$ cat src/common/dmau_defs.svh
// Constants for the data memory addressing unit: offsets, indices, patterns and counts.
`ifndef DMAU_DEFS_SVH
`define DMAU_DEFS_SVH

// ****************************************************************
// Special register offsets within sector 0.
// ****************************************************************
`define DMAU_OFF_IND0       8'h00
`define DMAU_OFF_PTR0       8'h01
`define DMAU_OFF_IND1       8'h02
`define DMAU_OFF_PTR1L      8'h03
`define DMAU_OFF_PTR1H      8'h04
`define DMAU_OFF_IND2       8'h05
`define DMAU_OFF_PTR2L      8'h06
`define DMAU_OFF_PTR2H      8'h07
`define DMAU_OFF_PCL        8'h08
`define DMAU_OFF_TABLE_POINTER_LOW       8'h09
`define DMAU_OFF_TABLE_POINTER_HIGH       8'h0a
`define DMAU_OFF_TABLE_HIGH_LATCH       8'h0b
`define DMAU_OFF_UNLOCK     8'h68
`define DMAU_SECTOR_ZERO    2'h0

// ****************************************************************
// Indices into the stored register array.
// ****************************************************************
`define DMAU_IDX_PTR0       3'h0
`define DMAU_IDX_PTR1L      3'h1
`define DMAU_IDX_PTR1H      3'h2
`define DMAU_IDX_PTR2L      3'h3
`define DMAU_IDX_PTR2H      3'h4
`define DMAU_IDX_TABLE_POINTER_LOW       3'h5
`define DMAU_IDX_TABLE_POINTER_HIGH       3'h6
`define DMAU_IDX_UNLOCK     3'h7
`define DMAU_NUM_STORED     8

// ****************************************************************
// Reset values, unlock pattern, option map layout and timing.
// ****************************************************************
`define DMAU_REG_RESET      8'h00
`define DMAU_READ_ZERO      8'h00
`define DMAU_PATTERN_FIRST  8'h55
`define DMAU_PATTERN_SECOND 8'haa
`define DMAU_OPT_BASE       8'hc0
`define DMAU_LAST_PAGE      5'h1f
`define DMAU_LOW_SPEED_INTERNAL_OSC_PERIODS   3'h4

`endif

$ cat src/common/dmau_pkg.sv
// Types shared by the data memory addressing unit.
package dmau_pkg;

	// Table read sequencer states.
	typedef enum logic [0:0] {
		TBL_IDLE  = 1'b0,
		TBL_FETCH = 1'b1
	} dmau_tbl_state_type;

endpackage : dmau_pkg

$ cat src/verilog/dmau_map_timer.sv
// Option map window timer that counts periods of the synchronised low-speed oscillator.
`timescale 1ns/1ps
`include "dmau_defs.svh"

module dmau_map_timer
	import dmau_pkg::*;
(
	// Clock and reset.
	input  wire logic       clk_i,
	input  wire logic       reset_i,
	// Oscillator pin and start pulse.
	input  wire logic       low_speed_internal_osc_i,
	input  wire logic       start_i,
	// Window state.
	output logic            active_o
);

	logic       sync1_reg;
	logic       sync2_reg;
	logic       sync3_reg;
	logic       level_reg;
	logic [2:0] count_reg;
	logic       stable;
	logic       rise;

	// Three-stage synchroniser for the oscillator pin.
	always_ff @(posedge clk_i) begin
		if (reset_i) begin
			sync1_reg <= 1'b0;
			sync2_reg <= 1'b0;
			sync3_reg <= 1'b0;
		end else begin
			sync1_reg <= low_speed_internal_osc_i;
			sync2_reg <= sync1_reg;
			sync3_reg <= sync2_reg;
		end
	end

	// A level counts only when the second and third stages agree.
	assign stable = (sync2_reg == sync3_reg);
	assign rise   = stable & sync3_reg & ~level_reg;

	// Filtered oscillator level.
	always_ff @(posedge clk_i) begin
		if (reset_i) begin
			level_reg <= 1'b0;
		end else if (stable) begin
			level_reg <= sync3_reg;
		end
	end

	always_ff @(posedge clk_i) begin
		if (reset_i) begin
			active_o  <= 1'b0;
			count_reg <= 3'h0;
		end else if (start_i) begin
			active_o  <= 1'b1;
			count_reg <= 3'h0;
		end else if (active_o && rise) begin
			count_reg <= count_reg + 3'h1;
			if (count_reg == (`DMAU_LOW_SPEED_INTERNAL_OSC_PERIODS - 3'h1)) begin
				active_o <= 1'b0;
			end
		end
	end
endmodule : dmau_map_timer

$ cat src/verilog/dmau_top.sv
// Data memory addressing unit: pointers, indirect ports, jumps, table reads, option map.
`timescale 1ns/1ps
`include "dmau_defs.svh"

module dmau_top
	import dmau_pkg::*;
(
	// Clock and reset.
	input  wire logic        CLK_I,
	input  wire logic        RESET_I,
	// Core instruction timing and wake event.
	input  wire logic        INSTR_STROBE_I,
	input  wire logic        WAKE_I,
	// Core data access.
	input  wire logic [9:0]  DM_ADDR_I,
	input  wire logic        DM_RD_I,
	input  wire logic        DM_WR_I,
	input  wire logic [7:0]  DM_WDATA_I,
	output logic      [7:0]  DM_RDATA_O,
	output logic             DM_RVALID_O,
	// Data RAM port.
	output logic      [9:0]  RAM_ADDR_O,
	output logic             RAM_RD_O,
	output logic             RAM_WR_O,
	output logic      [7:0]  RAM_WDATA_O,
	input  wire logic [7:0]  RAM_RDATA_I,
	// Program counter low byte.
	input  wire logic [7:0]  PC_LOW_I,
	output logic             JUMP_O,
	output logic      [7:0]  JUMP_LOW_O,
	output logic             DUMMY_CYCLE_O,
	// Table read request and result.
	input  wire logic        TBL_RD_I,
	input  wire logic        TBL_LAST_PAGE_I,
	output logic      [7:0]  TBL_LOW_O,
	output logic             TBL_DONE_O,
	// Program and option memory.
	output logic      [12:0] PM_ADDR_O,
	output logic             PM_RD_O,
	input  wire logic [15:0] PM_RDATA_I,
	output logic      [5:0]  OPT_ADDR_O,
	output logic             OPT_RD_O,
	input  wire logic [15:0] OPT_RDATA_I,
	// Low-speed oscillator and mapping state.
	input  wire logic        LOW_SPEED_INTERNAL_OSC_I,
	output logic             MAP_ACTIVE_O
);

	// ****************************************************************
	// Declarations.
	// ****************************************************************
	logic [7:0]         stored_reg [0:`DMAU_NUM_STORED-1];
	logic [7:0]         table_high_latch_reg;
	logic               arm_reg;
	logic               map_start_reg;
	logic               rd1_reg;
	logic               rd1_local_reg;
	logic [7:0]         rd1_data_reg;
	logic               rd2_reg;
	logic               rd2_local_reg;
	logic [7:0]         rd2_data_reg;
	logic               src_opt_reg;
	dmau_tbl_state_type state_reg;
	dmau_tbl_state_type state_next;

	wire                sec_zero;
	wire                hit_ind0;
	wire                hit_ind1;
	wire                hit_ind2;
	wire [9:0]          eff_addr;
	wire                eff_zero;
	wire [7:0]          eff_off;
	wire                eff_is_ind;
	wire                hit_pcl;
	wire                hit_table_high_latch;
	wire                lhit;
	wire [2:0]          lidx;
	wire                local_sel;
	wire                ram_sel;
	wire [7:0]          local_rdata;
	wire                wr_unlock;
	wire                arm_next;
	wire                start_next;
	wire [4:0]          tbl_page;
	wire                opt_hit;
	wire [15:0]         fetch_word;

	// ****************************************************************
	// Address resolution.
	// ****************************************************************

	assign sec_zero = (DM_ADDR_I[9:8] == `DMAU_SECTOR_ZERO);
	assign hit_ind0 = sec_zero & (DM_ADDR_I[7:0] == `DMAU_OFF_IND0);
	assign hit_ind1 = sec_zero & (DM_ADDR_I[7:0] == `DMAU_OFF_IND1);
	assign hit_ind2 = sec_zero & (DM_ADDR_I[7:0] == `DMAU_OFF_IND2);
	assign eff_addr = hit_ind0 ? {`DMAU_SECTOR_ZERO, stored_reg[`DMAU_IDX_PTR0]} :
	                  hit_ind1 ? {stored_reg[`DMAU_IDX_PTR1H][1:0], stored_reg[`DMAU_IDX_PTR1L]} :
	                  hit_ind2 ? {stored_reg[`DMAU_IDX_PTR2H][1:0], stored_reg[`DMAU_IDX_PTR2L]} :
	                  DM_ADDR_I;

	assign eff_zero   = (eff_addr[9:8] == `DMAU_SECTOR_ZERO);
	assign eff_off    = eff_addr[7:0];
	assign eff_is_ind = eff_zero & ((eff_off == `DMAU_OFF_IND0) | (eff_off == `DMAU_OFF_IND1) |
	                                (eff_off == `DMAU_OFF_IND2));

	// Decode of the locally held registers.
	assign hit_pcl  = eff_zero & (eff_off == `DMAU_OFF_PCL);
	assign hit_table_high_latch = eff_zero & (eff_off == `DMAU_OFF_TABLE_HIGH_LATCH);
	assign lhit     = eff_zero & ((eff_off == `DMAU_OFF_PTR0) | (eff_off == `DMAU_OFF_PTR1L) |
	                  (eff_off == `DMAU_OFF_PTR1H) | (eff_off == `DMAU_OFF_PTR2L) |
	                  (eff_off == `DMAU_OFF_PTR2H) | (eff_off == `DMAU_OFF_TABLE_POINTER_LOW) |
	                  (eff_off == `DMAU_OFF_TABLE_POINTER_HIGH) | (eff_off == `DMAU_OFF_UNLOCK));
	assign lidx = (eff_off == `DMAU_OFF_PTR0)  ? `DMAU_IDX_PTR0  :
	              (eff_off == `DMAU_OFF_PTR1L) ? `DMAU_IDX_PTR1L :
	              (eff_off == `DMAU_OFF_PTR1H) ? `DMAU_IDX_PTR1H :
	              (eff_off == `DMAU_OFF_PTR2L) ? `DMAU_IDX_PTR2L :
	              (eff_off == `DMAU_OFF_PTR2H) ? `DMAU_IDX_PTR2H :
	              (eff_off == `DMAU_OFF_TABLE_POINTER_LOW)  ? `DMAU_IDX_TABLE_POINTER_LOW  :
	              (eff_off == `DMAU_OFF_TABLE_POINTER_HIGH)  ? `DMAU_IDX_TABLE_POINTER_HIGH  : `DMAU_IDX_UNLOCK;

	assign local_sel   = lhit | hit_pcl | hit_table_high_latch | eff_is_ind;
	assign ram_sel     = ~local_sel;
	assign local_rdata = lhit     ? stored_reg[lidx] :
	                     hit_pcl  ? PC_LOW_I :
	                     hit_table_high_latch ? table_high_latch_reg : `DMAU_READ_ZERO;

	// ****************************************************************
	// Stored registers.
	// ****************************************************************

	genvar gi;
	generate
		for (gi = 0; gi < `DMAU_NUM_STORED; gi = gi + 1) begin : g_stored
			always_ff @(posedge CLK_I) begin
				if (RESET_I) begin
					stored_reg[gi] <= `DMAU_REG_RESET;
				end else if (WAKE_I && (gi == `DMAU_IDX_UNLOCK)) begin
					stored_reg[gi] <= `DMAU_REG_RESET;
				end else if (DM_WR_I && lhit && (lidx == gi)) begin
					stored_reg[gi] <= DM_WDATA_I;
				end
			end
		end
	endgenerate

	// ****************************************************************
	// Data access pipeline.
	// ****************************************************************

	// Forward RAM accesses and stage local reads.
	always_ff @(posedge CLK_I) begin
		if (RESET_I) begin
			RAM_ADDR_O    <= 10'h000;
			RAM_RD_O      <= 1'b0;
			RAM_WR_O      <= 1'b0;
			RAM_WDATA_O   <= 8'h00;
			rd1_reg       <= 1'b0;
			rd1_local_reg <= 1'b0;
			rd1_data_reg  <= 8'h00;
		end else begin
			RAM_ADDR_O    <= eff_addr;
			RAM_RD_O      <= DM_RD_I & ram_sel;
			RAM_WR_O      <= DM_WR_I & ram_sel;
			RAM_WDATA_O   <= DM_WDATA_I;
			rd1_reg       <= DM_RD_I;
			rd1_local_reg <= local_sel;
			rd1_data_reg  <= local_rdata;
		end
	end

	// Wait for RAM data, then return the read result.
	always_ff @(posedge CLK_I) begin
		if (RESET_I) begin
			rd2_reg       <= 1'b0;
			rd2_local_reg <= 1'b0;
			rd2_data_reg  <= 8'h00;
			DM_RDATA_O    <= 8'h00;
			DM_RVALID_O   <= 1'b0;
		end else begin
			rd2_reg       <= rd1_reg;
			rd2_local_reg <= rd1_local_reg;
			rd2_data_reg  <= rd1_data_reg;
			DM_RDATA_O    <= rd2_local_reg ? rd2_data_reg : RAM_RDATA_I;
			DM_RVALID_O   <= rd2_reg;
		end
	end

	// ****************************************************************
	// Program counter low byte jump.
	// ****************************************************************

	always_ff @(posedge CLK_I) begin
		if (RESET_I) begin
			JUMP_O        <= 1'b0;
			JUMP_LOW_O    <= 8'h00;
			DUMMY_CYCLE_O <= 1'b0;
		end else begin
			JUMP_O        <= DM_WR_I & hit_pcl;
			DUMMY_CYCLE_O <= JUMP_O;
			if (DM_WR_I && hit_pcl) begin
				JUMP_LOW_O <= DM_WDATA_I;
			end
		end
	end

	// ****************************************************************
	// Unlock pattern detection.
	// ****************************************************************

	assign wr_unlock  = DM_WR_I & lhit & (lidx == `DMAU_IDX_UNLOCK);
	assign arm_next   = wr_unlock & (DM_WDATA_I == `DMAU_PATTERN_FIRST);
	assign start_next = arm_reg & wr_unlock & (DM_WDATA_I == `DMAU_PATTERN_SECOND);

	// Each instruction cycle re-evaluates the pending pattern.
	always_ff @(posedge CLK_I) begin
		if (RESET_I) begin
			arm_reg       <= 1'b0;
			map_start_reg <= 1'b0;
		end else begin
			map_start_reg <= INSTR_STROBE_I & start_next;
			if (INSTR_STROBE_I) begin
				arm_reg <= arm_next;
			end
		end
	end

	dmau_map_timer u_timer (
		.clk_i    (CLK_I),
		.reset_i  (RESET_I),
		.low_speed_internal_osc_i   (LOW_SPEED_INTERNAL_OSC_I),
		.start_i  (map_start_reg),
		.active_o (MAP_ACTIVE_O)
	);

	// ****************************************************************
	// Table read sequencer.
	// ****************************************************************

	assign tbl_page   = TBL_LAST_PAGE_I ? `DMAU_LAST_PAGE : stored_reg[`DMAU_IDX_TABLE_POINTER_HIGH][4:0];
	assign opt_hit    = MAP_ACTIVE_O & (tbl_page == `DMAU_LAST_PAGE) &
	                    (stored_reg[`DMAU_IDX_TABLE_POINTER_LOW] >= `DMAU_OPT_BASE);
	assign fetch_word = src_opt_reg ? OPT_RDATA_I : PM_RDATA_I;
	assign state_next = ((state_reg == TBL_IDLE) && TBL_RD_I) ? TBL_FETCH : TBL_IDLE;

	// Issue the fetch, then latch the word one cycle later.
	always_ff @(posedge CLK_I) begin
		if (RESET_I) begin
			state_reg   <= TBL_IDLE;
			PM_ADDR_O   <= 13'h0000;
			PM_RD_O     <= 1'b0;
			OPT_ADDR_O  <= 6'h00;
			OPT_RD_O    <= 1'b0;
			src_opt_reg <= 1'b0;
			table_high_latch_reg    <= `DMAU_REG_RESET;
			TBL_LOW_O   <= 8'h00;
			TBL_DONE_O  <= 1'b0;
		end else begin
			state_reg  <= state_next;
			PM_RD_O    <= 1'b0;
			OPT_RD_O   <= 1'b0;
			TBL_DONE_O <= 1'b0;
			case (state_reg)
				TBL_IDLE: begin
					if (TBL_RD_I) begin
						src_opt_reg <= opt_hit;
						PM_RD_O     <= ~opt_hit;
						OPT_RD_O    <= opt_hit;
						PM_ADDR_O   <= {tbl_page, stored_reg[`DMAU_IDX_TABLE_POINTER_LOW]};
						OPT_ADDR_O  <= stored_reg[`DMAU_IDX_TABLE_POINTER_LOW][5:0];
					end
				end
				TBL_FETCH: begin
					table_high_latch_reg   <= fetch_word[15:8];
					TBL_LOW_O  <= fetch_word[7:0];
					TBL_DONE_O <= 1'b1;
				end
				default: begin
					table_high_latch_reg <= table_high_latch_reg;
				end
			endcase
		end
	end
endmodule : dmau_top
$ cat config.mk
export PLATFORM = sky130hd
export DESIGN_NAME = dmau_top
export DESIGN_NICKNAME = d
export VERILOG_FILES = /design/src/common/dmau_pkg.sv /design/src/verilog/dmau_map_timer.sv /design/src/verilog/dmau_top.sv
export VERILOG_INCLUDE_DIRS = /design/src /design/src/common
export SDC_FILE = /design/constraint.sdc
export NUM_CORES = 1
export LEC_CHECK = 0
export ABC_AREA = 1
export BUFFER_PORTS_ARGS = -buffer_cell sky130_fd_sc_hd__buf_2
export CAP_MARGIN = 15
export CORE_MARGIN = 2
export CORE_UTILIZATION = 35
export CTS_BUF_LIST = sky130_fd_sc_hd__clkbuf_16
export CTS_CLUSTER_DIAMETER = 200
export CTS_CLUSTER_SIZE = 28
export DETAILED_ROUTE_END_ITERATION = 7
export MAX_ROUTING_LAYER = met4
export PLACE_DENSITY = 0.6
export SETUP_SLACK_MARGIN = 0.2
export SLEW_MARGIN = 20
export SYNTH_ARGS = -nofsm -noshare
export SYNTH_HDL_FRONTEND = slang
export SYNTH_SLANG_ARGS = --single-unit
export TNS_END_PERCENT = 5
$ cat constraint.sdc
create_clock -name CLK_I -period 2.3 [get_ports CLK_I]
set_input_delay 0.115 -clock CLK_I [delete_from_list [all_inputs] [get_ports CLK_I]]
set_output_delay 0.115 -clock CLK_I [all_outputs]
set_load 0.02 [all_outputs]
==> flow_results.xml <==
<?xml version="1.0" encoding="UTF-8"?>
<metrics>
  <group name="outcome">
    <metric name="status" unit="">complete, but fails checks</metric>
    <metric name="violations" unit="">design-rule violations, negative setup slack</metric>
  </group>
  <group name="die">
    <metric name="die_w" unit="microns">150</metric>
    <metric name="rows" unit="">53</metric>
    <metric name="boundaryPins" unit="">145</metric>
    <metric name="chip_height" unit="microns">150</metric>
    <metric name="dieArea" unit="sq mm">0.0224</metric>
    <metric name="core_region_area" unit="sq mm">0.0210</metric>
    <metric name="initial_utilization" unit="%">35.4</metric>
  </group>
  <group name="clock_tree">
    <metric name="cts_buffer_depth" unit="">2</metric>
    <metric name="number_of_sinks_on_the_clock_net" unit="">167</metric>
    <metric name="htree_levels" unit="">4</metric>
    <metric name="clk_transition_reported_paths" unit="ns">0.06</metric>
    <metric name="insertion_delay" unit="ns">0.43</metric>
    <metric name="clk_root_buffer_cell" unit="">sky130_fd_sc_hd__clkbuf_16</metric>
    <metric name="cts_tree" unit="">done</metric>
    <metric name="numCtsBuffers" unit="">17</metric>
  </group>
  <group name="layout">
    <metric name="nFillCells" unit="">1953</metric>
    <metric name="largest_register_ff_count" unit="">64</metric>
    <metric name="area_growth_syn_to_layout" unit="%">44.8</metric>
    <metric name="finish.instance_area" unit="sq mm">0.0108</metric>
    <metric name="final_layout_size_suffix_gt1_share" unit="%">35.4</metric>
    <metric name="num-nets-final" unit="">1256</metric>
    <metric name="antennaDiodeCount" unit="">0</metric>
  </group>
  <group name="sta">
    <metric name="max_clock_freq" unit="GHz">0.429</metric>
    <metric name="fin_tns_setup" unit="ns">-0.789</metric>
    <metric name="fin_skew" unit="ns">0.0121</metric>
    <metric name="final-hold-violation-count" unit="">0</metric>
    <metric name="final.setup.worst_slack" unit="ns">-0.0304</metric>
    <metric name="relSlewSlack" unit="%">55.8</metric>
    <metric name="worst-slew-pin-transition" unit="ns">0.663</metric>
    <metric name="finalSetupViolations" unit="">54</metric>
    <metric name="fin_crit" unit="ns">2.33</metric>
    <metric name="grt_setup_unrepaired" unit="">yes</metric>
    <metric name="layout_worst_path_cycle_share" unit="%">101</metric>
    <metric name="slew_viol_final" unit="">0</metric>
  </group>
  <group name="yosys">
    <metric name="synthesized_flop_and_latch_total" unit="">167</metric>
    <metric name="yosysSeqAreaShare" unit="%">53.6</metric>
    <metric name="post_synth_inst_count" unit="">884</metric>
    <metric name="mappedNetlistArea" unit="sq mm">0.00743</metric>
    <metric name="postSynthAreaPerCell" unit="sq um">8.40</metric>
    <metric name="synth_cell_types" unit="">41</metric>
    <metric name="ys_async_sr_fraction" unit="%">0</metric>
    <metric name="synth.yosys.warnings" unit="">0</metric>
    <metric name="predominant_post_synthesis_flop_cell" unit="">sky130_fd_sc_hd__dfxtp_1</metric>
    <metric name="syn-num-nets" unit="">962</metric>
    <metric name="synth_edf_count" unit="">64</metric>
  </group>
  <group name="global_route">
    <metric name="grt_start_max_net_pins" unit="">34</metric>
    <metric name="routing_usage_on_met3" unit="%">3.02</metric>
    <metric name="grt_first_pass_wirelength" unit="mm">34.4</metric>
    <metric name="overflow" unit="">0</metric>
    <metric name="first_global_vias" unit="">6703</metric>
    <metric name="grt_busiest_layer" unit="">met2</metric>
    <metric name="grt.total_usage" unit="%">20.4</metric>
    <metric name="grt_use_met1" unit="%">25.9</metric>
    <metric name="grt_antenna_before_repair" unit="">0</metric>
    <metric name="grt_use_met2" unit="%">33.5</metric>
  </group>
  <group name="power">
    <metric name="power.share.sequential" unit="%">48.5</metric>
    <metric name="internal_power" unit="mW">4.95</metric>
    <metric name="switching_power_summed_over_all_nets" unit="mW">1.79</metric>
    <metric name="power_density" unit="mW/mm^2">627</metric>
    <metric name="static_power_due_to_leakage" unit="nW">4.95</metric>
    <metric name="vdd_ir_drop_max" unit="mV">0.360</metric>
    <metric name="power.clock.fraction" unit="%">40.0</metric>
    <metric name="sw_frac_of_total" unit="%">26.6</metric>
    <metric name="pwr-share-comb" unit="%">11.5</metric>
  </group>
  <group name="placement">
    <metric name="gp_congestion" unit="">0.879</metric>
    <metric name="port-buffer-count" unit="">144</metric>
    <metric name="placed_area" unit="sq mm">0.00910</metric>
    <metric name="hpwl" unit="mm">15.7</metric>
  </group>
  <group name="setup_path">
    <metric name="crit-reg2reg-launch" unit="">stored_reg[3][2]</metric>
    <metric name="cp_data_arrival_time" unit="ns">2.61</metric>
    <metric name="endpoint" unit="">stored_reg[1][7]</metric>
    <metric name="regToRegEndpoint" unit="">stored_reg[1][7]</metric>
    <metric name="worstSetupPathType" unit="">reg -&gt; reg</metric>
    <metric name="cp_data_required_time" unit="ns">2.58</metric>
    <metric name="setup.worst_path.start" unit="">stored_reg[3][2]</metric>
    <metric name="r2r_cells" unit="">15</metric>
    <metric name="startpoint_type" unit="">register</metric>
    <metric name="setup.worst_path.end_class" unit="">register</metric>
    <metric name="critical_path.max_fanout" unit="">8</metric>
    <metric name="timing.reg2reg.setup_slack" unit="ns">-0.03</metric>
  </group>
  <group name="drt">
    <metric name="route.detailed.drc" unit="">4</metric>
    <metric name="total_vias_in_the_final_route" unit="">6982</metric>
    <metric name="drt_wl_total" unit="mm">22.4</metric>
    <metric name="drt.antenna.violating_nets" unit="">0</metric>
    <metric name="detailed_router_iteration_count_before_antenna_repair" unit="">8</metric>
    <metric name="drt_iter0_drc" unit="">444</metric>
    <metric name="detail_route.vias_per_cell" unit="">4.76</metric>
    <metric name="wl_per_cell" unit="microns">15.3</metric>
  </group>
  <group name="hold_path">
    <metric name="hp-class" unit="">in -&gt; reg</metric>
  </group>
  <group name="flow_run">
    <metric name="count_of_max_cap_constraint_violations" unit="">0</metric>
  </group>
</metrics>
==> area by class of cell <==
cell class / count / area, sq um / area share, %
Timing Repair Buffer: 311 / 2220 / 20.7
Sequential cell: 167 / 3980 / 37.0
Clock buffer: 17 / 425 / 3.96
Tap cell: 275 / 344 / 3.20
Multi-Input combinational cell: 574 / 3230 / 30.0
Inverter: 107 / 417 / 3.87
Clock inverter: 15 / 130 / 1.21
==> worst min path at each step <==
stage,from,end,slack (ns),depth (start not counted)
after CTS,DM_WDATA_I[1],JUMP_LOW_O[1],0.004,3
after global placement,LOW_SPEED_INTERNAL_OSC_I,u_timer.sync1_reg,0.34,3
final,RAM_RDATA_I[0],DM_RDATA_O[0],0.005,3
after detailed placement,LOW_SPEED_INTERNAL_OSC_I,u_timer.sync1_reg,0.35,3
after floorplan,LOW_SPEED_INTERNAL_OSC_I,u_timer.sync1_reg,0.22,2
after global routing,RESET_I,arm_reg,0.02,2
==> per-stage QoR <==
step	instances	worst slack (ns)	util [%]	hold WS (ns)	power, mW
3_3_place_gp	1355	-0.274	43.4	0.343	3.98
5_1_grt	1466	-0.162	51.3	0.0154	6.98
3_5_place_dp	1355	-0.298	43.4	0.346	3.98
6_report	1466	-0.0304	51.3	0.00543	6.74
2_1_floorplan	884	0.0554	-	0.222	3.67
4_1_cts	1453	-0.0135	49.7	0.00363	6.74
==> cell usage in the layout, fill, tap and decap left out, drive strengths merged, types with 3 or more instances in the layout <==
master / instances
nor3: 8
clkinv: 3
dfxtp: 103
a21oi: 63
dlygate4sd3: 49
or2: 3
a31oi: 6
nor4: 3
nor2: 159
nand3b: 5
nand4: 13
nand2: 161
clkbuf: 18
edfxtp: 64
ha: 3
nand3: 73
o21ai: 70
inv: 117
buf: 261
==> power by group through the flow <==
| stage | logic (mW) | registers (mW) | clock network, mW |
|---|---|---|---|
| 6_report | 0.778 | 3.27 | 2.69 |
| 5_1_grt | 0.850 | 3.28 | 2.85 |
| 4_1_cts | 0.743 | 3.27 | 2.73 |
| 3_5_place_dp | 0.648 | 3.33 | 0 |
| 3_3_place_gp | 0.649 | 3.33 | 0 |
| 2_1_floorplan | 0.295 | 3.37 | 0 |
==> repair_timing <==
action                                  CTS  global route
resized for setup                        36            70
gates cloned                              0             2
endpoints found under the setup margin  147           149
pin swaps                                25            25
setup buffers                            17            11
hold buffers                             49             0
hold endpoints to repair                 37             0
==> cell usage after synthesis, drive strengths merged, types with 5 or more instances <==
library cell	number	share of area (%)
a21oi	63	4.2
nand3	72	6.4
o21ai	70	4.9
inv	106	5.4
dfxtp	103	28
nor2	159	9.0
nand4	13	1.1
buf	19	1.8
edfxtp	64	26
nor3	8	0.98
nand2	161	8.6
clkbuf	18	0.93
a31oi	6	0.59
nand3b	5	0.51
==> logic make-up (layout without fill, tap and decap cells) <==
| kind of cell | count (synthesis) | after routing | synth area share (%) |
|---|---|---|---|
| compound gates | 146 | 146 | 10.7 |
| fa+ha+maj | 3 | 3 | 0.505 |
| buf+inv | 144 | 450 | 8.17 |
| flops | 167 | 167 | 53.6 |
| simple gates | 424 | 425 | 27.0 |
==> metal layers <==
layer,vias up,wire [microns]
met5,-,0
met4,0,413
met3,33,1130
met2,234,11100
met1,3233,9740
li1,3482,-
==> worst max-delay path, stage by stage, from the launching register on <==
cell                       delay (ns)
sky130_fd_sc_hd__edfxtp_1        0.44
sky130_fd_sc_hd__inv_2           0.09
sky130_fd_sc_hd__nand3_2         0.06
sky130_fd_sc_hd__nand2_2         0.10
sky130_fd_sc_hd__nand2_2         0.07
sky130_fd_sc_hd__nor2_4          0.15
sky130_fd_sc_hd__nand2_2         0.11
sky130_fd_sc_hd__nor2_2          0.19
sky130_fd_sc_hd__nand2_4         0.10
sky130_fd_sc_hd__buf_6           0.13
sky130_fd_sc_hd__inv_2           0.06
sky130_fd_sc_hd__nor2_4          0.05
sky130_fd_sc_hd__nor2_4          0.21
sky130_fd_sc_hd__nand3_4         0.15
sky130_fd_sc_hd__buf_6           0.17
sky130_fd_sc_hd__nor2_1          0.09
(Power assumes the default switching activity.)
